`config.mk`:
```
export PLATFORM = sky130hd
export DESIGN_NAME = plld_top
export DESIGN_NICKNAME = d
export VERILOG_FILES = /design/src/hw/plld_pkg.sv /design/src/hw/plld_top.sv /design/src/hw/plld_sync.sv /design/src/hw/plld_ring_osc.sv
export SDC_FILE = /design/constraint.sdc
export NUM_CORES = 1
export LEC_CHECK = 0
export ABC_CLOCK_PERIOD_IN_PS = 8370
export BUFFER_PORTS_ARGS = -buffer_cell sky130_fd_sc_hd__buf_2
export CORE_MARGIN = 2
export CORE_UTILIZATION = 61
export DETAILED_ROUTE_END_ITERATION = 8
export GPL_ROUTABILITY_DRIVEN = 1
export GPL_TIMING_DRIVEN = 0
export PLACE_DENSITY = 0.93
export SETUP_SLACK_MARGIN = 0.4
export SLEW_MARGIN = 5
export SYNTH_ARGS = -nofsm -noshare
export SYNTH_HDL_FRONTEND = slang
export SYNTH_SLANG_ARGS = --single-unit
```
`constraint.sdc`:
```
create_clock -name ref_clk_i -period 8.37 [get_ports ref_clk_i]
set_clock_uncertainty 0.1 [all_clocks]
set_input_delay 1.674 -clock ref_clk_i [delete_from_list [all_inputs] [get_ports ref_clk_i]]
set_output_delay 1.674 -clock ref_clk_i [all_outputs]
set_load 0.01 [all_outputs]
```
`src/hw/plld_pkg.sv`:
```
// Package for the lock detector: config carrier, field widths, timing constants.
// Assumes a single 100 MHz clock domain in every user of this package.
package plld_pkg;
	// Clock and window timing
	localparam int CLK_PERIOD_NS = 10;
	localparam int ANALOG_WIN_NS = 10;
	localparam int ANALOG_WIN_CYC_RAW = (ANALOG_WIN_NS + CLK_PERIOD_NS - 1) / CLK_PERIOD_NS;
	localparam int ANALOG_WIN_CYC = (ANALOG_WIN_CYC_RAW < 1) ? 1 : ANALOG_WIN_CYC_RAW;
	// Window timer width covers the longest digital window in ring periods
	localparam int TMR_W = 4;
	localparam logic [TMR_W-1:0] TMR_ZERO = 4'h0;
	localparam logic [TMR_W-1:0] TMR_ONE = 4'h1;
	localparam logic [TMR_W-1:0] WIN_ANALOG = TMR_W'(ANALOG_WIN_CYC);
	// Ring oscillator half period in clock cycles, per 2-bit config code
	localparam int RO_CNT_W = 3;
	localparam logic [RO_CNT_W-1:0] RO_CNT_ZERO = 3'h0;
	localparam logic [RO_CNT_W-1:0] RO_CNT_ONE = 3'h1;
	localparam logic [RO_CNT_W-1:0] RO_HALF_0 = 3'h1;
	localparam logic [RO_CNT_W-1:0] RO_HALF_1 = 3'h2;
	localparam logic [RO_CNT_W-1:0] RO_HALF_2 = 3'h3;
	localparam logic [RO_CNT_W-1:0] RO_HALF_3 = 3'h4;
	// Digital window length in ring periods, per 2-bit duration code
	localparam logic [TMR_W-1:0] DUR_0 = 4'h2;
	localparam logic [TMR_W-1:0] DUR_1 = 4'h4;
	localparam logic [TMR_W-1:0] DUR_2 = 4'h6;
	localparam logic [TMR_W-1:0] DUR_3 = 4'h8;
	// Lock count and output selection
	localparam int LOCK_CNT_W = 10;
	localparam logic [LOCK_CNT_W-1:0] LOCK_CNT_ZERO = 10'h000;
	localparam logic [LOCK_CNT_W-1:0] LOCK_CNT_ONE = 10'h001;
	localparam int OUT_SEL_W = 4;
	localparam logic [OUT_SEL_W-1:0] OUT_SEL_AUX_OSC = 4'h7;
	// Synchroniser depth for pin inputs
	localparam int SYNC_STAGES = 3;

	// Configuration bits held by the serial control port outside this block
	typedef struct packed {
		logic up_en;
		logic dn_en;
		logic lock_det_en;
		logic win_digital;
		logic [1:0] ro_cfg;
		logic [1:0] win_dur;
		logic ro_test;
		logic [OUT_SEL_W-1:0] out_sel;
		logic [LOCK_CNT_W-1:0] lock_count;
		logic lock_pin_force;
		logic lock_pin_share;
	} plld_cfg_type;

	// Gray codes: idle reaches either waiting state by a single bit
	typedef enum logic [1:0] {
		WIN_IDLE = 2'h0,
		WIN_REF_OPEN = 2'h1,
		WIN_VCO_WAIT = 2'h2
	} plld_win_state_type;
endpackage : plld_pkg

```
`src/hw/plld_top.sv`:
```
// Lock detector and charge-pump output masking for the phase detector.
// Assumes config bits come from the serial port logic on the same clock,
// detector up/down pulses are same-clock, reference and VCO edges are pins.
// Pin pulses must stay high and low two cycles or the synchroniser drops them.
// The ring oscillator is a divider, so window widths are whole clock cycles.
//
// How it works
// - Up enable clear masks up pulse; down enable clear masks down pulse.
// - Both enables clear put the pump in high impedance; all else keeps running.
// - Lock detection runs only while the lock-detect enable bit is set.
// - A one-shot window surrounds each reference edge; VCO edges are judged against it.
// - Source bit clear gives a fixed 10 ns window; set gives ring-oscillator window.
// - In digital mode a 2-bit field configures the ring oscillator.
// - In digital mode a 2-bit field sets window length in ring periods.
// - Test bit set and output select 0111 put the ring oscillator on aux pin two.
// - Ring-oscillator test mode suspends lock detection.
// - Lock declared once consecutive in-window arrivals reach the 10-bit count.
// - Declared lock sets the lock flag.
// - One arrival outside the window clears the lock flag at once.
// - Lock flag is read-only, offered to the serial port for reads.
// - Force bit set drives the lock flag continuously onto the shared pin.
// - Share mode shows lock flag, swaps to serial data during reads.
`timescale 1ns/10ps
module plld_top (
	input wire logic ref_clk_i,
	input wire logic srst_i,
	input wire plld_pkg::plld_cfg_type cfg_i,
	input wire logic ref_edge_i,
	input wire logic vco_edge_i,
	input wire logic pfd_up_i,
	input wire logic pfd_dn_i,
	input wire logic serial_read_i,
	input wire logic serial_data_i,
	input wire logic aux_two_other_i,
	output logic pump_up_o,
	output logic pump_dn_o,
	output logic pump_hiz_o,
	output logic locked_flag_o,
	output logic lock_or_readback_pin_o,
	output logic aux_output_pin_two_o
);
	// Retimed edge pulses, ring outputs and window timing
	logic ref_rise;
	logic vco_rise;
	logic ro_osc;
	logic ro_tick;
	logic ro_run;
	logic det_on;
	logic unit;
	logic [plld_pkg::TMR_W-1:0] win_len;

	// Window judge state
	plld_pkg::plld_win_state_type win_state_reg;
	plld_pkg::plld_win_state_type win_state_next;
	logic [plld_pkg::TMR_W-1:0] tmr_reg;
	logic [plld_pkg::TMR_W-1:0] tmr_next;
	logic hit;
	logic miss;

	// Lock state
	logic [plld_pkg::LOCK_CNT_W-1:0] hits_reg;
	logic [plld_pkg::LOCK_CNT_W-1:0] hits_next;
	logic locked_reg;
	logic locked_next;

	// Output registers
	logic pump_up_reg;
	logic pump_up_next;
	logic pump_dn_reg;
	logic pump_dn_next;
	logic pump_hiz_reg;
	logic pump_hiz_next;
	logic ld_pin_reg;
	logic ld_pin_next;
	logic aux_two_reg;
	logic aux_two_next;

	// Edges from the pins are retimed before any decision
	plld_sync u_ref_sync (
		.ref_clk_i(ref_clk_i),
		.srst_i(srst_i),
		.async_i(ref_edge_i),
		.rise_o(ref_rise)
	);

	// Same latency on the VCO path, so arrival offsets survive retiming
	plld_sync u_vco_sync (
		.ref_clk_i(ref_clk_i),
		.srst_i(srst_i),
		.async_i(vco_edge_i),
		.rise_o(vco_rise)
	);

	// Oscillator runs in digital window mode or in test mode, so it is visible on the pin
	assign ro_run = cfg_i.win_digital | cfg_i.ro_test;

	// Ring sets the digital window's time unit and feeds aux pin two
	plld_ring_osc u_ring_osc (
		.ref_clk_i(ref_clk_i),
		.srst_i(srst_i),
		.run_i(ro_run),
		.cfg_i(cfg_i.ro_cfg),
		.osc_o(ro_osc),
		.tick_o(ro_tick)
	);

	// Detection gate; test mode wins over the enable
	assign det_on = cfg_i.lock_det_en & ~cfg_i.ro_test;

	// Window unit and length: clock cycles for analog, ring periods for digital
	always_comb begin
		// Analog mode counts clock cycles; its fixed width is one of them
		unit = cfg_i.win_digital ? ro_tick : 1'b1;
		win_len = plld_pkg::WIN_ANALOG;
		if (cfg_i.win_digital) begin
			unique case (cfg_i.win_dur)
				2'h0: win_len = plld_pkg::DUR_0;
				2'h1: win_len = plld_pkg::DUR_1;
				2'h2: win_len = plld_pkg::DUR_2;
				2'h3: win_len = plld_pkg::DUR_3;
			endcase
		end
	end

	// Window judge. The window straddles the reference edge: a VCO edge first
	// waits one window for its reference, a reference edge first waits one
	// window for its VCO edge. Expiry or a second edge of the same kind is a miss.
	always_comb begin
		win_state_next = win_state_reg;
		tmr_next = tmr_reg;
		hit = 1'b0;
		miss = 1'b0;
		if (!det_on) begin
			// Disabled or in ring test: window closed, no verdicts
			win_state_next = plld_pkg::WIN_IDLE;
			tmr_next = plld_pkg::TMR_ZERO;
		end else begin
			unique case (win_state_reg)
				plld_pkg::WIN_IDLE: begin
					// Coincident edges are a hit at once; a lone edge opens a window
					if (ref_rise && vco_rise) begin
						hit = 1'b1;
					end else if (ref_rise) begin
						win_state_next = plld_pkg::WIN_REF_OPEN;
						tmr_next = win_len;
					end else if (vco_rise) begin
						win_state_next = plld_pkg::WIN_VCO_WAIT;
						tmr_next = win_len;
					end
				end
				plld_pkg::WIN_REF_OPEN: begin
					// Reference came first; the VCO edge must follow inside the window
					if (vco_rise) begin
						hit = 1'b1;
						win_state_next = plld_pkg::WIN_IDLE;
						tmr_next = plld_pkg::TMR_ZERO;
					end else if (ref_rise) begin
						// Second reference with no VCO edge; the window reopens for it
						miss = 1'b1;
						tmr_next = win_len;
					end else if (unit && tmr_reg <= plld_pkg::TMR_ONE) begin
						miss = 1'b1;
						win_state_next = plld_pkg::WIN_IDLE;
						tmr_next = plld_pkg::TMR_ZERO;
					end else if (unit) begin
						tmr_next = tmr_reg - plld_pkg::TMR_ONE;
					end
				end
				plld_pkg::WIN_VCO_WAIT: begin
					// VCO came first; the reference must follow inside the window
					if (ref_rise) begin
						hit = 1'b1;
						win_state_next = plld_pkg::WIN_IDLE;
						tmr_next = plld_pkg::TMR_ZERO;
					end else if (vco_rise) begin
						// Second VCO edge with no reference; the window reopens for it
						miss = 1'b1;
						tmr_next = win_len;
					end else if (unit && tmr_reg <= plld_pkg::TMR_ONE) begin
						miss = 1'b1;
						win_state_next = plld_pkg::WIN_IDLE;
						tmr_next = plld_pkg::TMR_ZERO;
					end else if (unit) begin
						tmr_next = tmr_reg - plld_pkg::TMR_ONE;
					end
				end
				default: begin
					// Unused code, back to idle
					win_state_next = plld_pkg::WIN_IDLE;
					tmr_next = plld_pkg::TMR_ZERO;
				end
			endcase
		end
	end

	// Window state registers
	always_ff @(posedge ref_clk_i) begin
		if (srst_i) begin
			win_state_reg <= plld_pkg::WIN_IDLE;
			tmr_reg <= plld_pkg::TMR_ZERO;
		end else begin
			win_state_reg <= win_state_next;
			tmr_reg <= tmr_next;
		end
	end

	// Consecutive hit counter; a miss or a disabled detector restarts it from zero
	always_comb begin
		hits_next = hits_reg;
		if (!det_on) begin
			hits_next = plld_pkg::LOCK_CNT_ZERO;
		end else if (miss) begin
			hits_next = plld_pkg::LOCK_CNT_ZERO;
		end else if (hit && hits_reg < cfg_i.lock_count) begin
			// Saturates at the programmed count so a long lock never wraps
			hits_next = hits_reg + plld_pkg::LOCK_CNT_ONE;
		end
	end

	always_ff @(posedge ref_clk_i) begin
		if (srst_i) begin
			hits_reg <= plld_pkg::LOCK_CNT_ZERO;
		end else begin
			hits_reg <= hits_next;
		end
	end

	// Lock flag: set once the count is reached, dropped by a single miss.
	// A miss always beats the count; a count of zero locks as soon as enabled.
	always_comb begin
		locked_next = locked_reg;
		if (!det_on) begin
			locked_next = 1'b0;
		end else if (miss) begin
			locked_next = 1'b0;
		end else if (hits_next >= cfg_i.lock_count) begin
			locked_next = 1'b1;
		end
	end

	always_ff @(posedge ref_clk_i) begin
		if (srst_i) begin
			locked_reg <= 1'b0;
		end else begin
			locked_reg <= locked_next;
		end
	end

	// Pump masking; a cleared enable gates only the pulse, the detector keeps running
	always_comb begin
		pump_up_next = pfd_up_i & cfg_i.up_en;
		pump_dn_next = pfd_dn_i & cfg_i.dn_en;
		pump_hiz_next = ~cfg_i.up_en & ~cfg_i.dn_en;
	end

	// Pump controls come off flip-flops, so an enable change never glitches them
	always_ff @(posedge ref_clk_i) begin
		if (srst_i) begin
			pump_up_reg <= 1'b0;
			pump_dn_reg <= 1'b0;
			pump_hiz_reg <= 1'b0;
		end else begin
			pump_up_reg <= pump_up_next;
			pump_dn_reg <= pump_dn_next;
			pump_hiz_reg <= pump_hiz_next;
		end
	end

	// Shared pin: force beats share; share lends the pin to serial data during a read.
	// Aux pin two shows the ring only with the test bit and the matching select.
	always_comb begin
		if (cfg_i.lock_pin_force) begin
			ld_pin_next = locked_reg;
		end else if (cfg_i.lock_pin_share && !serial_read_i) begin
			ld_pin_next = locked_reg;
		end else begin
			// No force and no share, or a read in progress: serial data owns the pin
			ld_pin_next = serial_data_i;
		end
		if (cfg_i.ro_test && cfg_i.out_sel == plld_pkg::OUT_SEL_AUX_OSC) begin
			aux_two_next = ro_osc;
		end else begin
			aux_two_next = aux_two_other_i;
		end
	end

	// Pin registers; the flag reaches the pin one cycle after it moves
	always_ff @(posedge ref_clk_i) begin
		if (srst_i) begin
			ld_pin_reg <= 1'b0;
			aux_two_reg <= 1'b0;
		end else begin
			ld_pin_reg <= ld_pin_next;
			aux_two_reg <= aux_two_next;
		end
	end

	// Every output comes straight off a register.
	// Flag is only ever driven out, never written from outside
	assign locked_flag_o = locked_reg;
	assign pump_up_o = pump_up_reg;
	assign pump_dn_o = pump_dn_reg;
	assign pump_hiz_o = pump_hiz_reg;
	assign lock_or_readback_pin_o = ld_pin_reg;
	assign aux_output_pin_two_o = aux_two_reg;
endmodule : plld_top

```
`src/hw/plld_sync.sv`:
```
// Three-stage synchroniser with agreement filter and rising-edge pulse.
// Assumes the input is asynchronous to ref_clk_i.
`timescale 1ns/10ps
module plld_sync (
	input wire logic ref_clk_i,
	input wire logic srst_i,
	input wire logic async_i,
	output logic rise_o
);
	logic [plld_pkg::SYNC_STAGES-1:0] stage_reg;
	logic [plld_pkg::SYNC_STAGES-1:0] stage_next;
	logic level_reg;
	logic level_next;
	logic rise_reg;
	logic rise_next;

	// Level only moves once stages two and three agree; stage one is not looked at
	always_comb begin
		stage_next = {stage_reg[plld_pkg::SYNC_STAGES-2:0], async_i};
		level_next = level_reg;
		if (stage_reg[plld_pkg::SYNC_STAGES-2] == stage_reg[plld_pkg::SYNC_STAGES-1]) begin
			level_next = stage_reg[plld_pkg::SYNC_STAGES-1];
		end
		rise_next = level_next & ~level_reg;
	end

	always_ff @(posedge ref_clk_i) begin
		if (srst_i) begin
			stage_reg <= '0;
			level_reg <= 1'b0;
			rise_reg <= 1'b0;
		end else begin
			stage_reg <= stage_next;
			level_reg <= level_next;
			rise_reg <= rise_next;
		end
	end

	assign rise_o = rise_reg;
endmodule : plld_sync

```
`src/hw/plld_ring_osc.sv`:
```
// Ring oscillator model: a divider off ref_clk_i giving a level and a period tick.
// Assumes enable is a same-clock level; frequency set by a 2-bit config code.
`timescale 1ns/10ps
module plld_ring_osc (
	input wire logic ref_clk_i,
	input wire logic srst_i,
	input wire logic run_i,
	input wire logic [1:0] cfg_i,
	output logic osc_o,
	output logic tick_o
);
	logic [plld_pkg::RO_CNT_W-1:0] cnt_reg;
	logic [plld_pkg::RO_CNT_W-1:0] cnt_next;
	logic [plld_pkg::RO_CNT_W-1:0] half;
	logic osc_reg;
	logic osc_next;
	logic tick_reg;
	logic tick_next;

	// Half period per config code; tick once per full period on the falling half
	always_comb begin
		unique case (cfg_i)
			2'h0: half = plld_pkg::RO_HALF_0;
			2'h1: half = plld_pkg::RO_HALF_1;
			2'h2: half = plld_pkg::RO_HALF_2;
			2'h3: half = plld_pkg::RO_HALF_3;
		endcase
		cnt_next = cnt_reg;
		osc_next = osc_reg;
		tick_next = 1'b0;
		if (!run_i) begin
			cnt_next = plld_pkg::RO_CNT_ZERO;
			osc_next = 1'b0;
		end else if (cnt_reg + plld_pkg::RO_CNT_ONE >= half) begin
			cnt_next = plld_pkg::RO_CNT_ZERO;
			osc_next = ~osc_reg;
			tick_next = osc_reg;
		end else begin
			cnt_next = cnt_reg + plld_pkg::RO_CNT_ONE;
		end
	end

	always_ff @(posedge ref_clk_i) begin
		if (srst_i) begin
			cnt_reg <= plld_pkg::RO_CNT_ZERO;
			osc_reg <= 1'b0;
			tick_reg <= 1'b0;
		end else begin
			cnt_reg <= cnt_next;
			osc_reg <= osc_next;
			tick_reg <= tick_next;
		end
	end

	assign osc_o = osc_reg;
	assign tick_o = tick_reg;
endmodule : plld_ring_osc

```
==> results.yml, run 1 <==
outcome:
  status: "finished clean"
floorplanning:
  die_y_um: 67.4
  core_area_sq_um: 3940
  io-pin-count: 40
  die_w_um: 67.4
  start_util: 0.622
  die-area_sq_um: 4540
  rows: 23
synth:
  syn-cell-area_sq_um: 2450
  yosysTopAreaCellShare: 0.302
  synth_warnings: 0
  synthCells: 275
  yosys.area.top_type: "dfxtp_1"
  ys_seq_area_frac: 0.302
  synth_seq_cells: 37
  yosysMostFrequentCell: "dfxtp_1"
  synth.net_count: 343
  synth_area_leaders: "dfxtp_1 (30%), ha_1 (17%), a21oi_1 (5.9%)"
  netlist_top_cells_count: "dfxtp_1 (37), ha_1 (34), a21oi_1 (29), inv_1 (27), nand2_1 (13)"
  synth.avg_cell_area_sq_um: 8.92
  synth_edf_count: 0
  ys.flop_type: "dfxtp_1"
  synth_cell_types: 55
  synthArstFlopShare: 0
placed_design:
  place_hpwl_mm: 4.38
  gp_congestion: 0.853
  portBuffers: 39
  placed_area_sq_um: 2710
routing:
  wl_mm: 5.67
  first_iter_violations: 141
  drc: 0
  wire_per_inst_um: 15.2
  vias_per_cell: 6.02
  via_count: 2241
  postRouteAntennaNets: 0
  dr.pass1.iters: 4
timing:
  finalCriticalPeriod_ps: 4420
  slew_viol_final: 0
  worst_pin_slew_ps: 561
  tns_ps: 0
  final-hold-violation-count: 0
  rsz0062_at_grt: "no"
  max_clock_freq_ghz: 0.226
  finalSetupViolCount: 0
  period_share: 0.528
  relSlewSlack: 0.626
final_layout:
  seqCellArea_sq_um: 741
  nNetsFinal: 389
  largest_register_ffs: 10
  antenna_cells: 0
  fill_cells: 301
  synthToLayoutAreaGrowth_pct: 16.1
  postLayoutCellArea_sq_um: 2850
  multiInputGateArea_sq_um: 1570
  layout-drive-gt1-share: 0.230
power:
  p_leak_nw: 1.23
  power_uw: 433
  vdd_drop_max_mv: 0.0822
  power_density_nw_per_um2: 152
setup_path:
  crit_required_ps: 8500
  rr_worst_depth: 13
  arrival_ps: 4550
  critPathLaunchType: "input port"
  cp_slowest_cell: "or3_4"
  crit_buf_inv: 3
  crit_fanout: 10
  crit_cells: 15
  crit_chain: "buf_2, inv_1, ha_1, nand4_1, or3_4, o211ai_4, buf_6, o21ai_2, a21o_1, ha_1, nand2b_1, a211oi_1, o31ai_1, nand3_1, a21oi_1"
  worstSetupEndpointType: "register"
  cp_common_cell: "ha_1"
  slowest_delay_ps: 410
  cp_top_family: "compound AO/OA/AOI/OAI gates"
  crit_type: "in -> reg"
global_routing:
  grt_start_max_net_pins: 14
  grt_pass1_wl_mm: 9.36
  grt_overflow: 0
  grt_use_total: 0.271
  grt_pass1_vias: 2178
  antenna_found_initial: 0
clock_tree:
  ctsRootBufferMaster: "clkbuf_8"
  cts_buffers: 5
  clkTransAtPathRegs_ps: 80
  clock_sinks: 37
  cts_buffer_depth: 2
  cts_tree: "done"
  cts_resized: 0
  post_cts_buffers: 0
  hold_buffers: 0
  clk_latency_ps: 300
  htree_num_levels: 2
worst_hold_path:
  hold_class: "reg -> reg"
  hold_depth: 1
job:
  cap_violations: 0
## routing by layer
layer | up-vias | global-route usage | share of wire
li1 | 1095 | - | -
met1 | 1076 | 0.297 | 0.41
met2 | 56 | 0.506 | 0.53
met3 | 14 | 0.0550 | 0.039
met4 | 0 | 0.107 | 0.023
met5 | - | 0 | 0
## cell usage in the layout (no fill, tap or decap), types with 4 or more instances in the layout
master    netlist  layout
and3_1          4       4
nand3_1         7       7
o31ai_1         4       4
a21oi_1        29      29
or4_1           8       8
buf_2           3      42
nor2b_1        10      10
o22ai_1         4       4
nor2_1         12      12
o21ai_1         5       5
dfxtp_1        37      37
o31ai_2         7       7
nand2_1        13      13
ha_1           34      34
clkbuf_8        0       5
inv_1          27      27
nand4_1         6       6
nand2b_1        6       6
## kinds of logic after synthesis
logic type,count (synthesis),share of synthesized area
flops,37,0.302
compound gates,80,0.248
fa+ha+maj,34,0.173
simple gates,85,0.201
mux,2,0.00816
xor+xnor,3,0.0107
buf+inv,34,0.0566
## power by group
| group | switching [mW] | internal [mW] |
|---|---|---|
| registers | 0.00441 | 0.182 |
| logic | 0.0285 | 0.0257 |
| clock network | 0.0723 | 0.120 |
## path summary, 6_finish.rpt
path	slack, ps	end	startpoint
setup / recovery	3950	locked_flag_o	cfg_i[11]
hold / removal	320	u_ref_sync.rise_o	u_ref_sync.level_reg
setup reg to reg	5100	locked_flag_o	hits_reg[9]
hold reg to reg	320	u_ref_sync.rise_o	u_ref_sync.level_reg
## per-stage QoR
step	std cells	utilization	hold WS [ps]	worst slack [ps]
finish	372	0.722	319	3950
global route	372	0.722	337	3830
CTS	372	0.722	321	3970
detailed placement	364	0.687	309	3720
global placement	364	0.687	299	3750
floorplan	275	-	290	4060
## cell type report
type | count | share of cell area
clock inverter | 3 | 0.0242
clock buffer | 5 | 0.0242
inverter | 28 | 0.0369
timing repair buffer | 39 | 0.0685
buffer | 6 | 0.0119
multi-input combinational | 204 | 0.552
sequential | 37 | 0.260
tap | 50 | 0.0220
Power figures use the tool's default switching activity.
==> inputs of run 2 (changes only) <==
ABC_AREA = 1   (was not set)
ABC_CLOCK_PERIOD_IN_PS = 3650   (was 8370)
CORE_UTILIZATION = 51   (was 61)
PLACE_DENSITY = 0.84   (was 0.93)
clock period = 3.65 ns   (was 8.37 ns; I/O delays follow)
==> run 2 against run 1 <==
Sequential share of layout area down 0.82 points; cell count grew 31%; critical path depth is 4 higher; highest routed layer unchanged; largest power group is now sequential cells; core utilization fell by 11 points; critical endpoint unchanged; clock power up 87%; cell area up 3.3%.
==> results.yml, run 2 <==
synth:
  synthArstFlopShare: 0
  synth_cell_types: 33
  ys_seq_area_frac: 0.290
  syn-cell-area_sq_um: 2550
  yosysMostFrequentCell: "nand2_1"
  yosysTopAreaCellShare: 0.290
  yosys.area.top_type: "dfxtp_1"
  synth_seq_cells: 37
  synth.net_count: 442
  ys.flop_type: "dfxtp_1"
  netlist_top_cells_count: "nand2_1 (88), inv_1 (63), nor2_1 (49), dfxtp_1 (37), ha_1 (34)"
  synth_edf_count: 0
  synthCells: 374
  synth_area_leaders: "dfxtp_1 (29%), ha_1 (17%), nand2_1 (13%)"
  synth.avg_cell_area_sq_um: 6.83
  synth_warnings: 0
routing:
  wl_mm: 5.27
  postRouteAntennaNets: 0
  wire_per_inst_um: 10.8
  drc: 0
  via_count: 2396
  dr.pass1.iters: 5
  vias_per_cell: 4.92
  first_iter_violations: 110
floorplanning:
  start_util: 0.534
  die_w_um: 74.8
  die_y_um: 74.8
  io-pin-count: 40
  core_area_sq_um: 4790
  die-area_sq_um: 5590
  rows: 25
timing:
  tns_ps: 0
  worst_pin_slew_ps: 564
  rsz0062_at_grt: "no"
  relSlewSlack: 0.624
  final-hold-violation-count: 0
  slew_viol_final: 0
  period_share: 0.810
  finalCriticalPeriod_ps: 2960
  max_clock_freq_ghz: 0.338
  finalSetupViolCount: 0
setup_path:
  worstSetupEndpointType: "register"
  crit_type: "in -> reg"
  cp_slowest_cell: "ha_1"
  slowest_delay_ps: 290
  crit_required_ps: 3740
  crit_chain: "buf_2, inv_1, ha_1, nand2_1, nor2_1, nand2_1, nor2_2, nor2_8, nand3_1, nand2_1, nand3_1, inv_1, ha_1, nand2_1, nor2_1, o211ai_1, o2111ai_1, nor2_1, nor2_1"
  crit_fanout: 10
  arrival_ps: 3050
  critPathLaunchType: "input port"
placed_design:
  place_hpwl_mm: 4.09
  gp_congestion: 0.868
  portBuffers: 38
clock_tree:
  cts_tree: "done"
  post_cts_buffers: 0
  htree_num_levels: 2
  ctsRootBufferMaster: "clkbuf_8"
  cts_resized: 0
  cts_buffer_depth: 2
  hold_buffers: 0
  clkTransAtPathRegs_ps: 70
  clock_sinks: 37
  clk_latency_ps: 290
  cts_buffers: 5
job:
  cap_violations: 0
global_routing:
  grt_use_total: 0.203
  grt_overflow: 0
  grt_pass1_wl_mm: 8.87
  grt_pass1_vias: 2218
  antenna_found_initial: 0
  grt_start_max_net_pins: 13
power:
  power_density_nw_per_um2: 305
  p_leak_nw: 1.51
  power_uw: 898
  vdd_drop_max_mv: 0.244
final_layout:
  layout-drive-gt1-share: 0.152
  synthToLayoutAreaGrowth_pct: 15.1
  final_cell_mix: "nand2_1 (88), inv_1 (63), nor2_1 (49), buf_2 (39), dfxtp_1 (37)"
  post-route-util: 0.614
  largest_register_ffs: 10
  layout_commonest_cell: "nand2_1"
  fill_cells: 451
  antenna_cells: 0
  nNetsFinal: 487
outcome:
  status: "finished clean"
worst_hold_path:
  hold_class: "reg -> reg"
## run 2: cell types whose count changed after synthesis, moves of 10 or more
cell     previous run  this run
nand2_1            13        88
a21oi_1            29        18
nor2b_1            10         0
inv_1              27        63
nor2_1             12        49
nand3_1             7        24
## run 2: worst paths after layout
path / start / endpoint / slack, ps / cells after the start
max: cfg_i[11] / locked_flag_o / 690 / 19
max reg2reg: hits_reg[9] / locked_flag_o / 880 / 17
min reg2reg: u_vco_sync.stage_reg[0] / u_vco_sync.stage_reg[1] / 310 / 2
min: u_vco_sync.stage_reg[0] / u_vco_sync.stage_reg[1] / 310 / 2
## run 2: area by class of cell
cell class / instances / area [sq um] / area share
repair buffers: 38 / 190 / 0.0647
clock inverters: 2 / 38.8 / 0.0132
flip-flops and latches: 37 / 741 / 0.252
well taps: 67 / 83.8 / 0.0285
multi-input cells: 267 / 1550 / 0.527
clock buffers: 6 / 72.6 / 0.0247
inverters: 66 / 248 / 0.0843
plain buffers: 4 / 16.3 / 0.00553
## run 2: metal layers
layer,routed length (um),GRT usage,share of wire,vias to the layer above
met4,70,0.0556,0.013,0
met2,2550,0.377,0.48,71
met3,273,0.0361,0.052,9
li1,-,-,-,1266
met1,2380,0.239,0.45,1050
met5,0,0,0,-
## run 2: critical path, delay by kind of cell
family	cells	cell delay [ps]
AND/OR/NAND/NOR	12	1300
buffers and inverters	3	180
AO/OA/AOI/OAI	2	260
adder cells (fa/ha/maj)	2	580
## run 2: cells by family after synthesis
kind of cell	synth area share
AND/OR/NAND/NOR	0.343
buffers and inverters	0.103
flip-flops	0.290
AO/OA/AOI/OAI	0.0730
adder cells (fa/ha/maj)	0.167
XOR/XNOR	0.0240
## run 2: per-stage QoR
| step | instances | area, sq um | worst slack (ps) | hold slack [ps] |
|---|---|---|---|---|
| floorplan | 374 | 2550 | 833 | 288 |
| global placement | 479 | 2830 | 473 | 290 |
| detailed placement | 479 | 2830 | 424 | 299 |
| CTS | 487 | 2940 | 725 | 311 |
| global route | 487 | 2940 | 473 | 330 |
| finish | 487 | 2940 | 692 | 307 |
## run 2: power by group
part	leakage, nW	switching, mW	internal, mW
registers	0.300	0.00508	0.417
clock network	0.0554	0.154	0.205
logic	1.15	0.0704	0.0468
total	1.51	0.229	0.668
==> inputs of run 3 (changes only) <==
ABC_CLOCK_PERIOD_IN_PS = 2700   (was 3650)
clock period = 2.7 ns   (was 3.65 ns; I/O delays follow)
==> run 3 against run 2 <==
Sequential share of layout area fell by 2.6 points; largest cell class unchanged; first-iteration DRC count rose by 50%; worst hold slack is essentially flat; global-route usage is 3.1 points higher; die area unchanged.
==> results.yml, run 3 (same netlist as run 2, synthesis figures left out) <==
setup_path:
  worstSetupEndpointType: "register"
  cp-startpoint: "hits_reg[3]"
  slowest_delay_ps: 350
  cp_common_cell: "nand2_1"
  rr_worst_depth: 17
  arrival_ps: 2780
  crit_required_ps: 2800
  crit_fanout: 10
  r2r-start: "hits_reg[3]"
  critPathLaunchType: "register"
  crit_chain: "ha_1, nand2_1, nand2_1, nand3_1, nand2_1, nand2_2, buf_6, nand3_1, nand2_2, nand3_2, inv_2, ha_4, a21oi_2, o21a_1, o2111ai_2, nor2_1, nor2_1"
  cp_slowest_cell: "dfxtp_1"
  crit_type: "reg -> reg"
floorplanning:
  io-pin-count: 40
  rows: 25
  start_util: 0.534
  core_area_sq_um: 4790
  die_y_um: 74.8
  die-area_sq_um: 5590
  die_w_um: 74.8
routing:
  via_count: 2550
  dr.pass1.iters: 6
  wl_mm: 6.32
  drc: 0
  first_iter_violations: 165
  vias_per_cell: 5.10
  wire_per_inst_um: 12.6
  postRouteAntennaNets: 0
worst_hold_path:
  min_from: "u_ref_sync.stage_reg[0]"
  hold_class: "reg -> reg"
  hold_depth: 2
placed_design:
  dp.cells: 479
  place_hpwl_mm: 4.11
  gp_congestion: 0.892
  portBuffers: 38
timing:
  worst_pin_slew_ps: 534
  tns_ps: 0
  slew_viol_final: 0
  relSlewSlack: 0.644
  finalCriticalPeriod_ps: 2680
  final-hold-violation-count: 0
  period_share: 0.993
  max_clock_freq_ghz: 0.373
  finalSetupViolCount: 0
  rsz0062_at_grt: "yes"
final_layout:
  antenna_cells: 0
  final_cell_mix: "nand2_1 (74), inv_1 (51), nor2_1 (45), buf_2 (37), dfxtp_1 (29)"
  synthToLayoutAreaGrowth_pct: 32.0
  layout_commonest_cell: "nand2_1"
  layout-drive-gt1-share: 0.323
  largest_register_ffs: 10
  instances_no_fill: 500
  nNetsFinal: 500
global_routing:
  grt_use_total: 0.234
  grt_pass1_wl_mm: 10.3
  grt_overflow: 0
  antenna_found_initial: 0
  grt_start_max_net_pins: 14
  grt_pass1_vias: 2505
clock_tree:
  clk_latency_ps: 290
  htree_num_levels: 2
  hold_buffers: 0
  clkTransAtPathRegs_ps: 80
  clock_sinks: 37
  cts_buffer_depth: 2
  cts_tree: "done"
  cts_buffers: 5
  ctsRootBufferMaster: "clkbuf_8"
power:
  power_density_nw_per_um2: 340
  p_leak_nw: 1.59
  vdd_drop_max_mv: 0.412
  power_mw: 1.15
outcome:
  status: "finished clean"
job:
  cap_violations: 0
[run 3: layout make-up]
class,instances,area [sq um]
clock inverters,3,22.5
multi-input cells,268,1850
well taps,67,83.8
flip-flops and latches,37,761
fillers,377,1410
clock buffers,5,68.8
repair buffers,50,298
plain buffers,4,22.5
inverters,66,263
[run 3: worst paths after layout]
| check | endpoint | slack (ps) |
|---|---|---|
| min | u_ref_sync.stage_reg[1] | 310 |
| max | locked_flag_o | 20 |
| min reg2reg | u_ref_sync.stage_reg[1] | 310 |
| max reg2reg | locked_flag_o | 20 |
[run 3: repair_timing]
action | CTS | global route
resized for setup | 48 | 23
gates cloned | 1 | 0
pin swaps | 19 | 17
buffers inserted | 8 | 4
setup endpoints to repair | 1 | 1
[run 3: routing by layer]
metal  vias up  routed length, um  global-route usage
met2        90               3160               0.409
li1       1303                  -                   -
met5         -                  0                   0
met3        29                408              0.0509
met1      1128               2550               0.271
met4         0                204               0.115
[run 3: power by group]
part / internal (mW) / switching, mW
clock: 0.183 / 0.215
combinational: 0.0759 / 0.108
sequential: 0.559 / 0.00681
total: 0.818 / 0.329
[run 3: per-stage QoR]
step | cell area, sq um | worst slack, ps | utilization | hold slack, ps
floorplan | 2630 | 161 | - | 288
global placement | 2900 | -263 | 0.607 | 291
detailed placement | 2900 | -292 | 0.607 | 295
CTS | 3240 | 180 | 0.678 | 306
global route | 3370 | -136 | 0.705 | 301
finish | 3370 | 19.6 | 0.705 | 307
[run 3: worst max-delay path: cells and delay by family (launching register included)]
kind,cells,cell delay [ps]
simple gates,10,890
fa+ha+maj,2,520
compound gates,3,430
flops,1,350
buf+inv,2,280
